===== config.mk =====
export PLATFORM = sky130hd
export DESIGN_NAME = joint_module_error_status
export DESIGN_NICKNAME = d
export VERILOG_FILES = /design/src/joint_status_pkg.sv /design/src/joint_module_error_status.sv /design/src/quad_seq_check.sv /design/src/blink_gen.sv
export SDC_FILE = /design/constraint.sdc
export NUM_CORES = 1
export LEC_CHECK = 0
export CAP_MARGIN = 10
export CELL_PAD_IN_SITES_DETAIL_PLACEMENT = 1
export CELL_PAD_IN_SITES_GLOBAL_PLACEMENT = 1
export CORE_ASPECT_RATIO = 0.8
export CORE_MARGIN = 3
export CORE_UTILIZATION = 52
export DETAILED_ROUTE_END_ITERATION = 8
export DONT_BUFFER_PORTS = 1
export GPL_ROUTABILITY_DRIVEN = 1
export PLACE_DENSITY = 0.94
export RECOVER_POWER = 25
export SETUP_SLACK_MARGIN = 0.5
export SLEW_MARGIN = 20
export SYNTH_ARGS = -nofsm -noshare
export SYNTH_HDL_FRONTEND = slang
export SYNTH_HIERARCHICAL = 1
export SYNTH_SLANG_ARGS = --single-unit

===== constraint.sdc =====
create_clock -name clk -period 3.7 [get_ports clk]
set_input_delay 0.185 -clock clk [delete_from_list [all_inputs] [get_ports clk]]
set_output_delay 0.185 -clock clk [all_outputs]
set_load 0.01 [all_outputs]

===== src/joint_status_pkg.sv =====
// Purpose: Shared constants and types for joint module error supervision
// Assumes: Single 200 MHz clock domain
// Notes:   Flag n of the error byte sits at bit n-1
package joint_status_pkg;

  // Error byte flag positions
  localparam int unsigned FLAG_RESTART_BIT  = 0;
  localparam int unsigned FLAG_UNUSED_BIT   = 1;
  localparam int unsigned FLAG_DISABLED_BIT = 2;
  localparam int unsigned FLAG_CMD_GAP_BIT  = 3;
  localparam int unsigned FLAG_LAG_BIT      = 4;
  localparam int unsigned FLAG_QUAD_BIT     = 5;
  localparam int unsigned FLAG_OC_BIT       = 6;
  localparam int unsigned FLAG_CAN_BIT      = 7;

  // Error byte values
  localparam logic [7:0] ERR_STARTUP_VALUE  = 8'h1c;
  localparam logic [7:0] ERR_AFTER_RESET    = 8'h04;
  localparam logic [7:0] ERR_READY          = 8'h00;

  // Joint identifiers on the field bus
  localparam logic [10:0] JOINT_ID_STEP     = 11'h010;
  localparam logic [2:0]  JOINT_INDEX_MAX   = 3'h6;

  // Position widths per protocol version, current and gap counter widths
  localparam int unsigned POS_W_V1          = 16;
  localparam int unsigned POS_W_V2          = 32;
  localparam int unsigned CUR_W             = 16;
  localparam int unsigned GAP_W             = 24;

  // Indicator blink timing
  localparam int unsigned BLINK_HALF_MS     = 250;
  localparam int unsigned CLK_MHZ           = 200;
  localparam int unsigned BLINK_HALF_CYCLES = BLINK_HALF_MS * 1000 * CLK_MHZ;
  localparam int unsigned BLINK_W           = 26;
  localparam logic [BLINK_W-1:0] BLINK_HALF_DEF = BLINK_W'(BLINK_HALF_CYCLES);

  // Command strobes from the bus frame decoder
  typedef struct packed {
    logic setpoint_cmd;
    logic enable_cmd;
    logic error_reset_cmd;
  } joint_cmd_t;

  // Fault events, bus traffic and power good status inputs
  typedef struct packed {
    logic        restart_event;
    logic        can_error;
    logic        can_traffic;
    logic        power_good;
  } joint_evt_t;

  typedef enum logic [1:0] {
    ST_STARTUP = 2'b00,
    ST_FAULTED = 2'b01,
    ST_READY   = 2'b11
  } joint_state_t;

  // Absolute difference of two signed positions
  function automatic logic [POS_W_V2-1:0] abs_diff(input logic signed [POS_W_V2-1:0] a,
                                                    input logic signed [POS_W_V2-1:0] b);
    logic signed [POS_W_V2:0] d;
    d = {a[POS_W_V2-1], a} - {b[POS_W_V2-1], b};
    abs_diff = d[POS_W_V2] ? POS_W_V2'(-d) : d[POS_W_V2-1:0];
  endfunction

  // Joint identifier for joint index 1..6
  function automatic logic [10:0] joint_id(input logic [2:0] idx);
    joint_id = JOINT_ID_STEP * 11'(idx);
  endfunction

endpackage


===== src/joint_module_error_status.sv =====
// Purpose: Error byte and indicator supervision of one joint motor module
// Assumes: Command strobes arrive decoded, one cycle wide
// Notes:   Fault flags latch until an error reset command
`timescale 1ns/1ps

//////////////////////////////////////////////////////////////////////////////
module joint_module_error_status
  import joint_status_pkg::*;
(
  input  wire logic                       clk,
  input  wire logic                       reset_n,
  input  wire logic                       clk_en,
  input  wire joint_cmd_t                 cmd,
  input  wire joint_evt_t                 evt,
  input  wire logic                       proto_v2,
  input  wire logic [2:0]                 joint_index,
  input  wire logic [POS_W_V2-1:0]        setpoint_pos,
  input  wire logic [POS_W_V2-1:0]        measured_pos,
  input  wire logic [CUR_W-1:0]           measured_current,
  input  wire logic                       enc_chan_a,
  input  wire logic                       enc_chan_b,
  input  wire logic [GAP_W-1:0]           command_gap_limit,
  input  wire logic [POS_W_V2-1:0]        following_error_limit,
  input  wire logic [CUR_W-1:0]           current_limit,
  output logic [7:0]                      joint_error_status_byte,
  output logic                            motor_ready,
  output logic [10:0]                     answer_id,
  output logic                            base_led,
  output logic                            module_led
);

  //////////////////////////////////////////////////////////////////////////////
  // Sub-blocks

  logic quad_fault;
  logic blink;

  quad_seq_check u_quad (
    .clk       (clk),
    .reset_n   (reset_n),
    .clk_en    (clk_en),
    .chan_a    (enc_chan_a),
    .chan_b    (enc_chan_b),
    .seq_fault (quad_fault)
  );

  blink_gen u_blink (
    .clk         (clk),
    .reset_n     (reset_n),
    .clk_en      (clk_en),
    .half_period (BLINK_HALF_DEF),
    .blink       (blink)
  );

  //////////////////////////////////////////////////////////////////////////////
  // Position compare

  logic [POS_W_V2-1:0] set_ext;
  logic [POS_W_V2-1:0] meas_ext;
  logic                lag_over;

  always_comb
  begin
    set_ext  = {{(POS_W_V2-POS_W_V1){setpoint_pos[POS_W_V1-1]}}, setpoint_pos[POS_W_V1-1:0]};
    meas_ext = {{(POS_W_V2-POS_W_V1){measured_pos[POS_W_V1-1]}}, measured_pos[POS_W_V1-1:0]};
    if (proto_v2)
    begin
      set_ext  = setpoint_pos;
      meas_ext = measured_pos;
    end
    lag_over = abs_diff(meas_ext, set_ext) > following_error_limit;
  end

  //////////////////////////////////////////////////////////////////////////////
  // Command gap counter

  logic [GAP_W-1:0] gap_q;
  logic [GAP_W-1:0] gap_d;
  logic             gap_over;

  always_comb
  begin
    gap_d = gap_q;
    if (cmd.setpoint_cmd)
      gap_d = '0;
    else if (gap_q != {GAP_W{1'b1}})
      gap_d = gap_q + GAP_W'(1);
    gap_over = gap_q > command_gap_limit;
  end

  always_ff @(posedge clk or negedge reset_n)
  begin
    if (!reset_n)
      gap_q <= '0;
    else if (clk_en)
      gap_q <= gap_d;
  end

  //////////////////////////////////////////////////////////////////////////////
  // Error flags and state

  logic [7:0]   err_q;
  logic [7:0]   err_d;
  joint_state_t st_q;
  joint_state_t st_d;
  logic         ready_q;
  logic         ready_d;
  logic         faults;

  always_comb
  begin
    err_d   = err_q;
    st_d    = st_q;
    if (cmd.error_reset_cmd)
    begin
      err_d = ERR_AFTER_RESET;
      st_d  = ST_FAULTED;
    end
    else if (cmd.enable_cmd && (err_q & ~ERR_AFTER_RESET) == ERR_READY)
    begin
      err_d[FLAG_DISABLED_BIT] = 1'b0;
      st_d = ST_READY;
    end
    // Set wins over clear; bit n-1 holds flag n
    // Restart event
    if (evt.restart_event)
      err_d[FLAG_RESTART_BIT] = 1'b1;
    if (gap_over && !cmd.setpoint_cmd)
      err_d[FLAG_CMD_GAP_BIT] = 1'b1;
    if (lag_over)
      err_d[FLAG_LAG_BIT] = 1'b1;
    if (quad_fault)
      err_d[FLAG_QUAD_BIT] = 1'b1;
    if (measured_current > current_limit)
      err_d[FLAG_OC_BIT] = 1'b1;
    if (evt.can_error)
      err_d[FLAG_CAN_BIT] = 1'b1;
    faults = (err_d & ~ERR_AFTER_RESET) != ERR_READY;
    // Any fault disables the motor
    if (faults)
    begin
      err_d[FLAG_DISABLED_BIT] = 1'b1;
      st_d = ST_FAULTED;
    end
    err_d[FLAG_UNUSED_BIT] = 1'b0;
    // Ready only at zero error byte
    ready_d = (st_d == ST_READY) && (err_d == ERR_READY);
  end

  always_ff @(posedge clk or negedge reset_n)
  begin
    if (!reset_n)
    begin
      err_q   <= ERR_STARTUP_VALUE;
      st_q    <= ST_STARTUP;
      ready_q <= 1'b0;
    end
    else if (clk_en)
    begin
      err_q   <= err_d;
      st_q    <= st_d;
      ready_q <= ready_d;
    end
  end

  //////////////////////////////////////////////////////////////////////////////
  // Identifier and indicators

  logic [10:0] id_q;
  logic [10:0] id_d;
  logic        base_q;
  logic        base_d;
  logic        mod_q;
  logic        mod_d;

  always_comb
  begin
    id_d = joint_id(joint_index);
    if (joint_index == 3'h0 || joint_index > JOINT_INDEX_MAX)
      id_d = JOINT_ID_STEP;
    base_d = evt.power_good && (evt.can_traffic ? blink : 1'b1);
    mod_d  = evt.power_good && blink;
  end

  always_ff @(posedge clk or negedge reset_n)
  begin
    if (!reset_n)
    begin
      id_q   <= JOINT_ID_STEP;
      base_q <= 1'b0;
      mod_q  <= 1'b0;
    end
    else if (clk_en)
    begin
      id_q   <= id_d;
      base_q <= base_d;
      mod_q  <= mod_d;
    end
  end

  assign joint_error_status_byte = err_q;
  assign motor_ready             = ready_q;
  assign answer_id               = id_q;
  assign base_led                = base_q;
  assign module_led              = mod_q;

endmodule


===== src/quad_seq_check.sv =====
// Purpose: Quadrature channel order checker
// Assumes: Channels are synchronous to clk
// Notes:   Flags a jump of two Gray steps in one sample
`timescale 1ns/1ps
module quad_seq_check
  import joint_status_pkg::*;
(
  input  wire logic clk,
  input  wire logic reset_n,
  input  wire logic clk_en,
  input  wire logic chan_a,
  input  wire logic chan_b,
  output logic      seq_fault
);

  logic [1:0] prev_q;
  logic [1:0] prev_d;
  logic       fault_q;
  logic       fault_d;

  always_comb
  begin
    prev_d  = {chan_a, chan_b};
    // Both channels changing at once is not a legal step
    fault_d = ((prev_q ^ {chan_a, chan_b}) == 2'b11);
  end

  always_ff @(posedge clk or negedge reset_n)
  begin
    if (!reset_n)
    begin
      prev_q  <= 2'b00;
      fault_q <= 1'b0;
    end
    else if (clk_en)
    begin
      prev_q  <= prev_d;
      fault_q <= fault_d;
    end
  end

  assign seq_fault = fault_q;

endmodule


===== src/blink_gen.sv =====
// Purpose: Square wave for status indicators
// Assumes: Half period given in clock cycles
// Notes:   Runs whenever the clock enable is high
`timescale 1ns/1ps
module blink_gen
  import joint_status_pkg::*;
(
  input  wire logic               clk,
  input  wire logic               reset_n,
  input  wire logic               clk_en,
  input  wire logic [BLINK_W-1:0] half_period,
  output logic                    blink
);

  logic [BLINK_W-1:0] cnt_q;
  logic [BLINK_W-1:0] cnt_d;
  logic               blink_q;
  logic               blink_d;

  always_comb
  begin
    cnt_d   = cnt_q + BLINK_W'(1);
    blink_d = blink_q;
    if (cnt_q >= half_period - BLINK_W'(1))
    begin
      cnt_d   = '0;
      blink_d = ~blink_q;
    end
  end

  always_ff @(posedge clk or negedge reset_n)
  begin
    if (!reset_n)
    begin
      cnt_q   <= '0;
      blink_q <= 1'b0;
    end
    else if (clk_en)
    begin
      cnt_q   <= cnt_d;
      blink_q <= blink_d;
    end
  end

  assign blink = blink_q;

endmodule


==> results.txt, run 1 <==
----------------------------------------------------
[Run status]
  Outcome ... did not finish
  Last step reached ... 4_1_cts
  Error message ... [ERROR DPL-0033] detailed placement checks failed during check placement.

[CTS]
  Cts bufs inserted ... 9
  Resize count post-CTS ... 134
  Buffers inserted by post-CTS timing repair ... 38
  H-tree depth ... 3
  Clk root buf ... sky130_fd_sc_hd__clkbuf_16
  Sinks on the clock net ... 69
  Total of hold buffers inserted after clock tree synthesis ... 5
  CTS Buffer Depth ... 2

[Die]
  Standard-cell rows ... 43
  Horizontal die dimension ... 155 um
  I/O pin count ... 190
  Starting density of the core ... 53.2%
  DIE HEIGHT ... 125 um

[Yosys]
  Most used flip-flop cell after synthesis ... sky130_fd_sc_hd__dfrtp_1
  Share of synthesized area occupied by flip-flops and latches ... 18.7%
  Synthesis Warnings ... 6
  Library cell with the largest summed area after synthesis ... sky130_fd_sc_hd__ha_1
  Number of synthesized register bits ... 69
  Top cell type's share of synthesized area ... 18.1%
  Synth Cell Area ... 9270 um2
  Ys async rst share ... 100%
  Count of different cell masters after synthesis ... 82
  Syn Inst Count ... 1199
  Number of enable flip-flop cells after synthesis ... 0
  Post-Synthesis Mean Instance Area ... 7.73 um2
  Top area cells in the synthesized netlist ... sky130_fd_sc_hd__ha_1 (18%), sky130_fd_sc_hd__dfrtp_1 (18%), sky130_fd_sc_hd__a21oi_1 (6.2%), sky130_fd_sc_hd__xnor2_1 (6.0%), sky130_fd_sc_hd__xor2_1 (5.0%)

[Placement]
  Placed wire-length estimate ... 30.6 mm
  Number of input and output port buffers inserted ... 0
  Placed cell count ... 1634
  Post-Place Setup Slack ... -2.01 ns
  Gpl congestion ... 0.932

----------------------------------------------------
[synthesized netlist by cell type, types with 23 or more instances]
master,instances
sky130_fd_sc_hd__inv_1,110
sky130_fd_sc_hd__nor2_1,81
sky130_fd_sc_hd__nand4_1,37
sky130_fd_sc_hd__xor2_1,53
sky130_fd_sc_hd__and3_1,23
sky130_fd_sc_hd__o21ai_0,53
sky130_fd_sc_hd__xnor2_1,63
sky130_fd_sc_hd__dfrtp_1,65
sky130_fd_sc_hd__nand3_1,38
sky130_fd_sc_hd__nand2_1,106
sky130_fd_sc_hd__clkbuf_1,23
sky130_fd_sc_hd__ha_1,134
sky130_fd_sc_hd__a21oi_1,114
sky130_fd_sc_hd__a21o_1,27
[cell families after synthesis]
logic type	share of synthesized area, %
xor gates and xnor gates	11.0
other	0.0810
AOI/OAI and AO/OA	20.8
adders and majority gates	18.3
muxes	1.13
buffers and inverters	6.53
DFF	18.7
and+or+nand+nor	23.5
[stage by stage]
stage	hold WS, ns	utilization (%)	TNS, ns	area (um2)
after detailed placement	-0.109	63.1	-9.62	11000
after floorplan	-0.111	-	-4.85	9780
after global placement	-0.110	63.1	-6.34	11000
==> inputs of run 2 (changes only) <==
Settings changed: CELL_PAD_IN_SITES_DETAIL_PLACEMENT 1 to not set, CELL_PAD_IN_SITES_GLOBAL_PLACEMENT 1 to not set, CORE_ASPECT_RATIO 0.8 to not set, CORE_UTILIZATION 52 to 40, PLACE_DENSITY 0.94 to not set, PLACE_DENSITY_LB_ADDON set to 0.15, SETUP_SLACK_MARGIN 0.5 to not set.
==> run 2 against run 1 <==
  * The flow now finishes, with violations (max-capacitance violations, max-slew violations, negative setup slack)
  * Synthesized cell count did not move
  * Area after synthesis stayed put
==> results.txt, run 2 <==
----------------------------------------------------
[Run status]
  Outcome ... finished with violations
  Failing checks ... max-capacitance violations, max-slew violations, negative setup slack

[Power]
  Share of total power in the clock network ... 21.7%
  Internal cell power ... 2.46 mW
  Leakage power figure ... 6.01 nW
  Combinational share of power ... 55.5%
  Net switching share of the total power ... 38.1%
  Switching Power ... 1.51 mW
  Worst vdd ir ... 0.233 mV
  Pwr per Cell Area ... 327 nW/um2
  Part of the power in registers ... 22.9%

[Die]
  I/O pin count ... 190 (unchanged)
  Starting density of the core ... 40.8% (-12 points)
  Die Outline Area ... 25000 um2
  DIE HEIGHT ... 158 um (+26%)
  Standard-cell rows ... 55 (+28%)
  Horizontal die dimension ... 158 um (+1.9%)
  Core box area ... 22700 um2

[Global route]
  Pin count of the biggest net entering global routing ... 70
  Vias in the first global route ... 8525
  Total Routing Usage GR ... 19.1%
  Wire length of the first global-routing pass ... 39.8 mm
  Antenna violations before repair ... 2
  Overflow left after global routing ... 0

[Finish]
  Final instance area ... 12200 um2
  Area taken by multi-input logic gates ... 7830 um2
  Highest-count cells in the layout ignoring fill and taps ... sky130_fd_sc_hd__buf_4 (182), sky130_fd_sc_hd__ha_1 (125), sky130_fd_sc_hd__inv_1 (107), sky130_fd_sc_hd__nand2_1 (101), sky130_fd_sc_hd__a21oi_1 (100)
  Growth of design area from synthesis to finish ... 31.2%
  Share of cells above drive strength 1 ... 21.3%
  Flip-flop count of the largest register, all copies and words added ... 26
  Storage cell area ... 1730 um2
  Fill cell instance count of the final layout ... 2175
  Number of nets in the layout ... 1760
  Register ranked first by flip-flop count ... u_blink/cnt_q
  Most common cell after layout, fill and taps aside ... sky130_fd_sc_hd__buf_4

[STA]
  Final critical-path required period ... 4.67 ns
  Max-slew violation total from the final report ... 70
  Worst-case headroom to the max-slew limit ... -11.7%
  Final setup margin ... -0.966 ns
  RSZ-0062 raised after global routing ... yes
  Number of failing hold endpoints at the final stage ... 0
  Worst Max-Slew Pin Slew ... 1.68 ns
  Period utilisation layout ... 126%
  Clock skew ... 0.00601 ns
  Setup Total Neg Slack ... -4.55 ns
  Endpoints failing setup ... 5
  Maximum clock frequency ... 0.214 GHz

[Yosys]
  Share of synthesized area occupied by flip-flops and latches ... 18.7% (unchanged)
  Number of enable flip-flop cells after synthesis ... 0 (unchanged)
  Leading post-synthesis cells by instance count ... sky130_fd_sc_hd__ha_1 (134), sky130_fd_sc_hd__a21oi_1 (114), sky130_fd_sc_hd__inv_1 (110), sky130_fd_sc_hd__nand2_1 (106), sky130_fd_sc_hd__nor2_1 (81)
  Ys async rst share ... 100% (unchanged)
  Syn Inst Count ... 1199 (unchanged)
  Synth Cell Area ... 9270 um2 (unchanged)
  Number of synthesized register bits ... 69 (unchanged)
  Count of different cell masters after synthesis ... 82 (unchanged)
  Most frequent cell after synthesis ... sky130_fd_sc_hd__ha_1
  Post-Synthesis Mean Instance Area ... 7.73 um2 (unchanged)
  Top area cells in the synthesized netlist ... sky130_fd_sc_hd__ha_1 (18%), sky130_fd_sc_hd__dfrtp_1 (18%), sky130_fd_sc_hd__a21oi_1 (6.2%), sky130_fd_sc_hd__xnor2_1 (6.0%), sky130_fd_sc_hd__xor2_1 (5.0%)
  Most used flip-flop cell after synthesis ... sky130_fd_sc_hd__dfrtp_1
  Library cell with the largest summed area after synthesis ... sky130_fd_sc_hd__ha_1
  Top cell type's share of synthesized area ... 18.1% (unchanged)
  Synthesis Warnings ... 6 (unchanged)

[CTS]
  Clk slew on worst S/H paths ... 0.06 ns
  H-tree depth ... 3 (unchanged)
  Clk root buf ... sky130_fd_sc_hd__clkbuf_16
  TritonCTS clock tree ... done
  Sinks on the clock net ... 69 (unchanged)
  Cts bufs inserted ... 9 (unchanged)
  CTS Buffer Depth ... 2 (unchanged)
  Later-pin clock latency in the skew report ... 0.33 ns

[Worst setup path]
  Reg-to-reg slack, setup ... 0.89 ns
  Critical path required time ... 3.97 ns
  Maximum fanout along the worst path ... 4
  Critical setup path kind ... in -> reg
  Crit start category ... primary input
  WP data arrival ... 4.93 ns
  Critical R2R Capture ... st_q[1]$_DFFE_PN0P_
  Beginning of the worst register-to-register path ... gap_q[1]$_DFFE_PN0P_
  Endpoint type of the worst setup path ... flop
  R2R cell count ... 11

[Placement]
  Placed wire-length estimate ... 20.1 mm (-34%)
  Number of input and output port buffers inserted ... 0 (unchanged)
  Post-Place Setup Slack ... -1.51 ns (+0.492 ns)
  Gpl congestion ... 0.841 (-9.8%)
  Area of placed instances ... 11200 um2 (+1.4%)

[Routing]
  DR vias ... 8977
  Post-DR vias/cell ... 5.13
  DRT Pass-1 Iters ... 7
  Routed WL ... 24.8 mm
  First-iteration detailed-routing DRC count ... 447
  Number of remaining DRC errors ... 0
  Final routed wire length divided by cell count ... 14.2 um
  Antenna-violating nets left ... 0

[Min path]
  Worst hold path depth ... 2
  Worst min-delay path endpoint ... module_led$_DFFE_PN0P_
  Worst hold path startpoint ... evt[0]
  Path category of the worst min-delay check ... in -> reg

[Job]
  Max capacitance violation total ... 1

----------------------------------------------------
[run 2: through the flow]
step	utilization, %	hold slack (ns)	instances	total power, mW
2_1_floorplan	-	-0.111	1291	2.19
3_3_place_gp	49.1	-0.109	1705	2.84
5_1_grt	53.5	0.00926	1749	4.30
4_1_cts	51.8	0.00416	1738	3.84
6_report	53.5	0.0206	1749	3.97
3_5_place_dp	49.1	-0.109	1705	2.86
[run 2: area by class of cell]
class | instances | share of cell area, %
clock buffer | 9 | 1.85
multi-input combinational | 1072 | 64.4
timing repair buffer | 195 | 12.4
antenna | 2 | 0.0412
tap | 285 | 2.93
clock inverter | 7 | 0.617
sequential | 69 | 14.2
inverter | 110 | 3.49
[run 2: power by group through the flow]
stage / Clock, mW / Combinational [mW] / Sequential (mW)
3_5_place_dp: 0 / 1.94 / 0.919
2_1_floorplan: 0 / 1.29 / 0.893
6_report: 0.861 / 2.20 / 0.909
4_1_cts: 0.881 / 2.05 / 0.908
5_1_grt: 0.918 / 2.46 / 0.920
3_3_place_gp: 0 / 1.92 / 0.919
[run 2: how the worst max path moves through the flow]
stage,cells past startpoint,from,end
after floorplan,26,proto_v2,motor_ready$_DFFE_PN0P_
after global placement,23,measured_pos[0],st_q[0]$_DFFE_PN0P_
after detailed placement,23,measured_pos[0],st_q[0]$_DFFE_PN0P_
after CTS,23,measured_pos[0],st_q[1]$_DFFE_PN0P_
after global routing,26,setpoint_pos[15],motor_ready$_DFFE_PN0P_
final,24,measured_pos[0],st_q[1]$_DFFE_PN0P_
[run 2: layer usage]
layer / global-route usage (%) / part of all wire, % / routed length, um / vias up
met4: 3.85 / 1.0 / 257 / 0
li1: - / - / - / 4733
met5: 0 / 0 / 0 / -
met3: 1.91 / 4.1 / 1020 / 15
met1: 26.6 / 49 / 12100 / 4027
met2: 32.1 / 46 / 11500 / 202
[run 2: kinds of logic (layout without fill, tap and decap cells)]
logic type / Yosys count / after routing / share of synthesized area, %
simple gates: 416 / 416 / 23.5
mux: 10 / 10 / 1.13
fa+ha+maj: 135 / 135 / 18.3
flops: 69 / 69 / 18.7
other cells: 2 / 96 / 0.0810
xor+xnor: 116 / 116 / 11.0
compound gates: 301 / 301 / 20.8
buf+inv: 150 / 321 / 6.53
[run 2: what timing repair did]
item	in CTS	in global routing
hold endpoints to repair	108	0
setup endpoints to repair	5	5
hold buffers	10	0
gates resized for setup	25	70
buffers inserted	7	9
pin swaps	13	40
[run 2: worst max-delay path, cell delays in order]
cell and delay, ns:
sky130_fd_sc_hd__inv_8 0.01, sky130_fd_sc_hd__ha_4 0.15, sky130_fd_sc_hd__fa_2 0.33, sky130_fd_sc_hd__nand2b_4 0.16, sky130_fd_sc_hd__and2b_1 0.16, sky130_fd_sc_hd__o211a_1 0.22
sky130_fd_sc_hd__a211oi_2 0.25, sky130_fd_sc_hd__buf_4 0.17, sky130_fd_sc_hd__or3b_4 0.39, sky130_fd_sc_hd__nor4_4 0.16, sky130_fd_sc_hd__and3_4 0.25, sky130_fd_sc_hd__nand4_4 0.11
sky130_fd_sc_hd__o41ai_4 0.32, sky130_fd_sc_hd__xnor2_1 0.13, sky130_fd_sc_hd__ha_1 0.32, sky130_fd_sc_hd__nand2_2 0.07, sky130_fd_sc_hd__nor3_4 0.14, sky130_fd_sc_hd__nand3_2 0.12
sky130_fd_sc_hd__nor3_4 0.19, sky130_fd_sc_hd__nand4_1 0.13, sky130_fd_sc_hd__or4_4 0.44, sky130_fd_sc_hd__o31ai_4 0.08, sky130_fd_sc_hd__and3_4 0.24, sky130_fd_sc_hd__a32o_1 0.17
Power figures use the tool's default switching activity.
==> inputs of run 3 (changes only) <==
Settings changed: SYNTH_HIERARCHICAL 1 to not set.
==> run 3 against run 2 <==
  * The run still ends with max-capacitance violations, max-slew violations, negative setup slack left
  * Hold slack lost 0.0045 ns
  * Maximum frequency shrank 6.6%
  * Critical path type unchanged
  * Non-clock buffer count shrank 13
  * Largest power group unchanged
  * Combinational power shrank 12%
  * Setup slack lost 0.33 ns
  * Sequential power shrank 2.8%
  * Die area shrank 12%
  * Register-to-register slack lost 0.16 ns
  * Global-route usage is essentially flat
  * Highest routed layer unchanged
==> results.txt, run 3 <==
----------------------------------------------------
[Yosys]
  Syn Inst Count ... 1047 (-13%)
  Ys async rst share ... 100% (unchanged)
  Count of different cell masters after synthesis ... 74 (-9.8%)
  Number of enable flip-flop cells after synthesis ... 0 (unchanged)
  Leading post-synthesis cells by instance count ... sky130_fd_sc_hd__ha_1 (107), sky130_fd_sc_hd__inv_1 (106), sky130_fd_sc_hd__nand2_1 (106), sky130_fd_sc_hd__nor2_1 (84), sky130_fd_sc_hd__a21oi_1 (76)
  Post-Synthesis Mean Instance Area ... 7.75 um2 (+0.18%)
  Most frequent cell after synthesis ... sky130_fd_sc_hd__ha_1
  Number of synthesized register bits ... 69 (unchanged)
  Most used flip-flop cell after synthesis ... sky130_fd_sc_hd__dfrtp_1
  Synthesis Warnings ... 0 (-6)
  Library cell with the largest summed area after synthesis ... sky130_fd_sc_hd__dfrtp_1
  Top area cells in the synthesized netlist ... sky130_fd_sc_hd__dfrtp_1 (20%), sky130_fd_sc_hd__ha_1 (17%), sky130_fd_sc_hd__xnor2_1 (6.3%), sky130_fd_sc_hd__inv_1 (4.9%), sky130_fd_sc_hd__nand2_1 (4.9%)
  Top cell type's share of synthesized area ... 20.1% (+2.0 points)
  Share of synthesized area occupied by flip-flops and latches ... 21.4% (+2.7 points)
  Synth Cell Area ... 8110 um2 (-13%)

[Routing]
  Post-DR vias/cell ... 5.16 (+0.46%)
  Antenna-violating nets left ... 0 (unchanged)
  DR vias ... 7621 (-15%)
  First-iteration detailed-routing DRC count ... 253 (-43%)
  Final routed wire length divided by cell count ... 14.4 um (+1.3%)
  Number of remaining DRC errors ... 0 (unchanged)
  DRT Pass-1 Iters ... 4 (-3)
  Routed WL ... 21.2 mm (-14%)

[Worst setup path]
  Maximum fanout along the worst path ... 34 (+30)
  Critical setup path kind ... in -> reg
  Critical path required time ... 3.94 ns (-0.03 ns)
  Number of buffer and inverter stages on the critical path ... 1 (-1)
  Kind of cell adding the most delay to the critical path ... compound AO/OA/AOI/OAI gates
  Worst-path cell with the longest stage delay ... sky130_fd_sc_hd__or4b_4
  Endpoint type of the worst setup path ... flop
  WP data arrival ... 5.23 ns (+0.30 ns)
  Largest stage delay, worst path ... 0.51 ns (+0.07 ns)
  Cell Chain, Critical Path ... nor2_4 > a21oi_2 > ha_1 > a21o_1 > o21bai_4 > a2111oi_4 > buf_4 > o211ai_1 > o311ai_2 > a311oi_2 > or4b_4 > a31o_4 > o41ai_4 > xnor2_1 > ha_1 > and4_1 > nand3_1 > or4_4 > or4_4 > a211o_1 > o41ai_2
  Crit start category ... primary input

[Global route]
  Vias in the first global route ... 7518 (-12%)
  Wire length of the first global-routing pass ... 35.1 mm (-12%)
  Pin count of the biggest net entering global routing ... 70 (unchanged)
  Overflow left after global routing ... 0 (unchanged)
  Antenna violations before repair ... 0 (-2)
  Total Routing Usage GR ... 19.1% (about the same)

[Finish]
  Highest-count cells in the layout ignoring fill and taps ... sky130_fd_sc_hd__buf_4 (168), sky130_fd_sc_hd__inv_1 (105), sky130_fd_sc_hd__ha_1 (104), sky130_fd_sc_hd__nand2_1 (101), sky130_fd_sc_hd__nor2_1 (83)
  Fill cell instance count of the final layout ... 1938 (-11%)
  Share of cells above drive strength 1 ... 22.0% (+0.69 points)
  Most common cell after layout, fill and taps aside ... sky130_fd_sc_hd__buf_4
  Final instance area ... 10300 um2 (-15%)
  Flip-flop count of the largest register, all copies and words added ... 26 (unchanged)
  Growth of design area from synthesis to finish ... 27.0%
  Number of nets in the layout ... 1483 (-16%)
  Register ranked first by flip-flop count ... u_blink.cnt_q

[STA]
  Worst-case headroom to the max-slew limit ... -15.1% (-3.4 points)
  RSZ-0062 raised after global routing ... yes
  Worst Max-Slew Pin Slew ... 1.73 ns (+0.0517 ns)
  Final setup margin ... -1.30 ns (-0.330 ns)
  Final critical-path required period ... 5.00 ns (+0.330 ns)
  Clock skew ... 0.00805 ns (+0.00204 ns)
  Setup Total Neg Slack ... -5.62 ns (-1.06 ns)
  Endpoints failing setup ... 5 (unchanged)
  Period utilisation layout ... 135% (+8.9 points)
  Number of failing hold endpoints at the final stage ... 0 (unchanged)
  Worst-case hold slack ... 0.0160 ns (-0.00454 ns)
  Max-slew violation total from the final report ... 70 (unchanged)
  Maximum clock frequency ... 0.200 GHz (-6.6%)

[Power]
  Worst vdd ir ... 0.228 mV (-2.0%)
  Pwr per Cell Area ... 357 nW/um2 (+9.3%)
  Leakage power figure ... 5.16 nW (-14%)

[Die]
  Horizontal die dimension ... 148 um (-6.2%)
  Standard-cell rows ... 51 (-7.3%)
  Starting density of the core ... 41.1% (+0.31 points)
  DIE HEIGHT ... 148 um (-6.2%)
  Core box area ... 19700 um2 (-13%)
  Die Outline Area ... 22000 um2 (-12%)
  I/O pin count ... 190 (unchanged)

[Run status]
  Failing checks ... max-capacitance violations, max-slew violations, negative setup slack
  Outcome ... finished with violations

[Placement]
  Gpl congestion ... 0.861 (+2.3%)
  Post-Place Setup Slack ... -1.89 ns (-0.379 ns)
  Placed wire-length estimate ... 17.6 mm (-13%)
  Area of placed instances ... 9600 um2 (-14%)
  Number of input and output port buffers inserted ... 0 (unchanged)

[Min path]
  Path category of the worst min-delay check ... in -> reg

[CTS]
  Later-pin clock latency in the skew report ... 0.33 ns (about the same)
  Clk root buf ... sky130_fd_sc_hd__clkbuf_16
  CTS Buffer Depth ... 2 (unchanged)
  Clk slew on worst S/H paths ... 0.06 ns (about the same)
  TritonCTS clock tree ... done
  H-tree depth ... 3 (unchanged)
  Cts bufs inserted ... 9 (unchanged)
  Sinks on the clock net ... 69 (unchanged)

[Job]
  Max capacitance violation total ... 1 (unchanged)

----------------------------------------------------
run 3: cell count changes in the layout (fill, tap and decap cells not counted), sizes merged, moves of 13 or more:
cell and change:
a21o +23, a21oi -37, buf -15, conb -85
ha -27, nand4 -13, o21a -14, xor2 -20
run 3: final cells by class:
class | instances | area [um2] | area share, %
diodes | 1 | 2.50 | 0.0243
clock buffers | 9 | 225 | 2.19
clock inverters | 7 | 73.8 | 0.717
inverters | 106 | 410 | 3.98
multi-input cells | 839 | 6120 | 59.4
flip-flops and latches | 69 | 1730 | 16.8
well taps | 265 | 332 | 3.22
repair buffers | 182 | 1410 | 13.7
run 3: worst reg2reg max path, stage by stage, from the launching register on:
cell                       delay (ns)
sky130_fd_sc_hd__dfrtp_1         0.41
sky130_fd_sc_hd__ha_1            0.30
sky130_fd_sc_hd__nor2b_1         0.13
sky130_fd_sc_hd__o21ai_0         0.13
sky130_fd_sc_hd__nand2b_1        0.07
sky130_fd_sc_hd__a21oi_1         0.14
sky130_fd_sc_hd__o21ai_0         0.15
sky130_fd_sc_hd__a221o_1         0.35
sky130_fd_sc_hd__o31ai_1         0.31
sky130_fd_sc_hd__buf_4           0.19
sky130_fd_sc_hd__nand3_1         0.10
sky130_fd_sc_hd__a211o_1         0.34
sky130_fd_sc_hd__o41ai_2         0.27
run 3: worst paths after layout:
path / start / endpoint / slack (ns) / cells after the start
setup / recovery: proto_v2 / motor_ready$_DFFE_PN0P_ / -1.30 / 21
hold / removal: joint_index[2] / answer_id[6]$_DFFE_PN0P_ / 0.02 / 2
setup reg to reg: gap_q[1]$_DFFE_PN0P_ / motor_ready$_DFFE_PN0P_ / 0.73 / 12
hold reg to reg: u_blink.blink$_DFFE_PN0P_ / u_blink.blink$_DFFE_PN0P_ / 0.50 / 1
max in group asynchronous: reset_n / gap_q[17]$_DFFE_PN0P_ / 1.81 / 2
min in group asynchronous: reset_n / joint_error_status_byte[0]$_DFFE_PN0P_ / 0.87 / 2
run 3: timing repair:
| action | in CTS | in global routing |
|---|---|---|
| gates cloned | 0 | 0 |
| setup endpoints to repair | 5 | 5 |
| hold buffers | 11 | 0 |
| gates resized for setup | 34 | 10 |
| setup buffers | 6 | 4 |
| pin swaps | 21 | 11 |
| endpoints found under the hold margin | 87 | 0 |
run 3: logic make-up (layout without fill, tap and decap cells):
group	after synthesis	count (layout)	share of synthesized area, %
other	1	10	0.0462
multiplexers	6	6	0.802
flip-flops	69	69	21.4
AND/OR/NAND/NOR	361	361	21.9
AO/OA/AOI/OAI	264	264	22.0
adder cells (fa/ha/maj)	108	108	16.8
buffers and inverters	147	304	7.36
XOR/XNOR	91	91	9.83
run 3: metrics by stage:
| step | total power [mW] | cells | utilization, % |
|---|---|---|---|
| finish | 3.68 | 1478 | 52.2 |
| global route | 3.99 | 1477 | 52.2 |
| CTS | 3.70 | 1473 | 51.9 |
| detailed placement | 2.72 | 1440 | 48.7 |
| global placement | 2.70 | 1440 | 48.7 |
| floorplan | 2.08 | 1055 | - |
run 3: routing by layer:
metal	share of wire (%)	wire length [um]	global-route usage [%]
met4	2.1	440	5.27
met3	2.3	496	2.10
met2	51	10900	35.3
met1	44	9430	23.4
met5	0	0	0
run 3: where the power goes:
| part | total [mW] | leakage (nW) | internal, mW | switching (mW) |
|---|---|---|---|---|
| logic | 1.94 | 4.10 | 1.03 | 0.916 |
| registers | 0.884 | 0.914 | 0.813 | 0.0703 |
| clock network | 0.853 | 0.146 | 0.524 | 0.328 |
==> inputs of run 4 (changes only) <==
==> constraint.sdc (replaced) <==
create_clock -name clk -period 3.7 [get_ports clk]
set_input_delay 0.74 -clock clk [delete_from_list [all_inputs] [get_ports clk]]
set_output_delay 0.74 -clock clk [all_outputs]
set_load 0.01 [all_outputs]
==> run 4 against run 3 <==
  * The run ends with negative setup slack left
  * Clock power is 2% higher
  * Register-to-register slack better by 0.02 ns
  * Global-route usage hardly changed
  * Setup slack worse by 0.49 ns
  * Critical path depth is 1 higher
  * Count of clock-buffer cells in the layout is 3 higher
  * Power is 0.31% lower
  * Non-clock buffer count is 18 lower
  * Clock skew is 0.0013 ns lower
  * Cell count is 1.3% lower
  * Sequential power hardly changed
  * Sequential share of layout area is 0.22 points higher
  * Critical path type unchanged
  * Largest cell class unchanged
==> results.txt, run 4 (synthesis gave the netlist of run 3 again) <==
----------------------------------------------------
[Finish]
  Number of diodes added for antenna fixing ... 0 (-1)
  Final core utilization ... 51.6% (-0.66 points)
  Growth of design area from synthesis to finish ... 25.4%
  Final instance area ... 10200 um2 (-1.3%)
  Fill cell instance count of the final layout ... 1975 (+1.9%)
  Register ranked first by flip-flop count ... u_blink.cnt_q
  Share of cells above drive strength 1 ... 21.7% (-0.34 points)
  Highest-count cells in the layout ignoring fill and taps ... sky130_fd_sc_hd__buf_4 (161), sky130_fd_sc_hd__inv_1 (104), sky130_fd_sc_hd__ha_1 (104), sky130_fd_sc_hd__nand2_1 (101), sky130_fd_sc_hd__nor2_1 (83)
  Flip-flop count of the largest register, all copies and words added ... 26 (unchanged)
  Number of nets in the layout ... 1465 (-1.2%)
  Number of standard cells in the layout, taps in and fillers out ... 1459 (-1.3%)
  Most common cell after layout, fill and taps aside ... sky130_fd_sc_hd__buf_4

[CTS]
  Clk root buf ... sky130_fd_sc_hd__clkbuf_16
  CTS Buffer Depth ... 2 (unchanged)
  Later-pin clock latency in the skew report ... 0.33 ns (about the same)
  H-tree depth ... 3 (unchanged)
  Cts bufs inserted ... 9 (unchanged)
  Sinks on the clock net ... 69 (unchanged)
  Total of hold buffers inserted after clock tree synthesis ... 0 (-11)
  TritonCTS clock tree ... done
  Clk slew on worst S/H paths ... 0.06 ns (about the same)

[STA]
  Clock skew ... 0.00677 ns (-0.00128 ns)
  Final critical-path required period ... 5.48 ns (+0.486 ns)
  Final setup margin ... -1.78 ns (-0.486 ns)
  Worst-case headroom to the max-slew limit ... 38.0% (+53 points)
  Endpoints failing setup ... 5 (unchanged)
  Worst-case hold slack ... 0.0980 ns (+0.0820 ns)
  Worst Max-Slew Pin Slew ... 0.930 ns (-0.797 ns)
  Period utilisation layout ... 148% (+13 points)
  Max-slew violation total from the final report ... 0 (-100%)
  Number of failing hold endpoints at the final stage ... 0 (unchanged)
  RSZ-0062 raised after global routing ... yes
  Maximum clock frequency ... 0.182 GHz (-8.9%)

[Routing]
  DR vias ... 7570 (-0.67%)
  Routed WL ... 21.0 mm (-0.91%)
  DRT Pass-1 Iters ... 4 (unchanged)
  Number of remaining DRC errors ... 0 (unchanged)
  Post-DR vias/cell ... 5.19 (+0.62%)
  Antenna-violating nets left ... 0 (unchanged)
  First-iteration detailed-routing DRC count ... 194 (-23%)
  Final routed wire length divided by cell count ... 14.4 um (+0.38%)

[Run status]
  Outcome ... finished with violations
  Failing checks ... negative setup slack

[Global route]
  Antenna violations before repair ... 0 (unchanged)
  GR met2 Demand/Resource ... 35.5% (+0.23 points)
  Total Routing Usage GR ... 19.1% (about the same)
  Overflow left after global routing ... 0 (unchanged)
  Met1 Use GR ... 23.5% (+0.072 points)
  Vias in the first global route ... 7557 (+0.52%)
  Wire length of the first global-routing pass ... 35.1 mm (about the same)
  Met3 track utilization from global routing ... 2.10% (unchanged)
  Peak-usage layer in the global routing report ... met2
  Pin count of the biggest net entering global routing ... 70 (unchanged)

[Power]
  Pwr per Cell Area ... 361 nW/um2 (+0.97%)
  Worst vdd ir ... 0.185 mV (-19%)
  Leakage power figure ... 5.08 nW (-1.6%)
  Net switching share of the total power ... 35.1% (-0.64 points)
  Internal cell power ... 2.38 mW (+0.68%)
  Switching Power ... 1.29 mW (-2.1%)
  Combinational share of power ... 52.3% (-0.5 points)
  Share of total power in the clock network ... 23.6% (+0.4 points)
  Part of the power in registers ... 24.1% (about the same)

[Die]
  Standard-cell rows ... 51 (unchanged)
  Starting density of the core ... 41.1% (unchanged)
  Horizontal die dimension ... 148 um (unchanged)
  Core box area ... 19700 um2 (unchanged)
  Die Outline Area ... 22000 um2 (unchanged)
  I/O pin count ... 190 (unchanged)
  DIE HEIGHT ... 148 um (unchanged)

[Placement]
  Placed cell count ... 1437 (-0.21%)
  Placed wire-length estimate ... 17.6 mm (about the same)
  Post-Place Setup Slack ... -2.41 ns (-0.520 ns)
  Gpl congestion ... 0.847 (-1.6%)
  Area of placed instances ... 9580 um2 (-0.23%)
  Number of input and output port buffers inserted ... 0 (unchanged)

[Worst setup path]
  Critical setup path kind ... in -> reg
  Number of buffer and inverter stages on the critical path ... 2 (+1)
  Reg-to-reg slack, setup ... 0.75 ns (+0.02 ns)
  Maximum fanout along the worst path ... 7 (-79%)
  Cell Chain, Critical Path ... inv_8 > nor2_4 > a21oi_2 > ha_1 > a21o_1 > o21bai_4 > a2111oi_4 > buf_4 > o211ai_1 > o311ai_2 > a311oi_2 > or4b_4 > a31o_4 > o41ai_4 > xnor2_1 > ha_1 > and4_1 > nand3_1 > or4_4 > or4_4 > a211o_1 > o41ai_2
  Critical path required time ... 3.94 ns (about the same)
  WP depth ... 22 (+4.8%)
  Kind of cell adding the most delay to the critical path ... compound AO/OA/AOI/OAI gates
  Endpoint type of the worst setup path ... flop
  Destination of the critical timing path ... motor_ready$_DFFE_PN0P_
  Critical R2R Capture ... motor_ready$_DFFE_PN0P_
  Worst-path cell with the longest stage delay ... sky130_fd_sc_hd__or4b_4
  WP data arrival ... 5.72 ns (+0.49 ns)
  Crit start category ... primary input
  Beginning of the worst register-to-register path ... gap_q[1]$_DFFE_PN0P_
  Worst setup path startpoint ... setpoint_pos[15]
  R2R cell count ... 12 (unchanged)
  Largest stage delay, worst path ... 0.51 ns (about the same)

[Job]
  Max capacitance violation total ... 0 (-1)

[Min path]
  Path category of the worst min-delay check ... in -> async

----------------------------------------------------
-- run 4: power groups by stage --
stage	Combinational, mW	Clock (mW)	Sequential (mW)
final	1.92	0.866	0.883
after global routing	2.16	0.924	0.891
after CTS	1.89	0.898	0.883
after detailed placement	1.82	0	0.895
after global placement	1.80	0	0.896
after floorplan	1.21	0	0.877
-- run 4: worst min path at each step --
| stage | start | to | slack, ns | cells past startpoint |
|---|---|---|---|---|
| final | reset_n | u_blink.blink$_DFFE_PN0P_ | 0.1 | 0 |
| after global routing | reset_n | module_led$_DFFE_PN0P_ | 0.08 | 0 |
| after CTS | reset_n | joint_error_status_byte[6]$_DFFE_PN0P_ | 0.08 | 0 |
| after detailed placement | reset_n | module_led$_DFFE_PN0P_ | 0.45 | 0 |
| after global placement | reset_n | u_blink.blink$_DFFE_PN0P_ | 0.45 | 0 |
| after floorplan | reset_n | answer_id[5]$_DFFE_PN0P_ | 0.44 | 0 |
-- run 4: cell type report --
class                   instances  area [um2]  share of cell area [%]
clock buffers                  12         256                    2.52
clock inverters                 4        47.5                   0.468
inverters                     106         413                    4.06
multi-input cells             839        6140                    60.4
flip-flops and latches         69        1730                    17.0
well taps                     265         332                    3.26
repair buffers                164        1250                    12.3
-- run 4: worst register-to-register path, stage by stage (launching register included) --
cell,delay [ns]
sky130_fd_sc_hd__dfrtp_1,0.41
sky130_fd_sc_hd__ha_1,0.30
sky130_fd_sc_hd__nor2b_1,0.13
sky130_fd_sc_hd__o21ai_0,0.13
sky130_fd_sc_hd__nand2b_1,0.07
sky130_fd_sc_hd__a21oi_1,0.15
sky130_fd_sc_hd__o21ai_0,0.13
sky130_fd_sc_hd__a221o_1,0.35
sky130_fd_sc_hd__o31ai_1,0.32
sky130_fd_sc_hd__buf_4,0.19
sky130_fd_sc_hd__nand3_1,0.09
sky130_fd_sc_hd__a211o_1,0.34
sky130_fd_sc_hd__o41ai_2,0.26
-- run 4: metrics by stage --
stage	setup TNS, ns	total power [mW]
after global placement	-10.61	2.70
after floorplan	-9.11	2.08
after CTS	-7.85	3.67
after detailed placement	-10.97	2.71
final	-8.00	3.67
after global routing	-9.11	3.98
-- run 4: metal layers --
metal	up-vias	routed length (um)
met1	3475	9430
met4	0	362
li1	3963	-
met2	112	10800
met3	20	492
met5	-	0
-- run 4: repair_timing --
item                                    4_1_cts  5_1_grt
pin swaps                                    19       16
endpoints found under the setup margin        5        5
gates resized for setup                      37       16
setup buffers                                 3        3
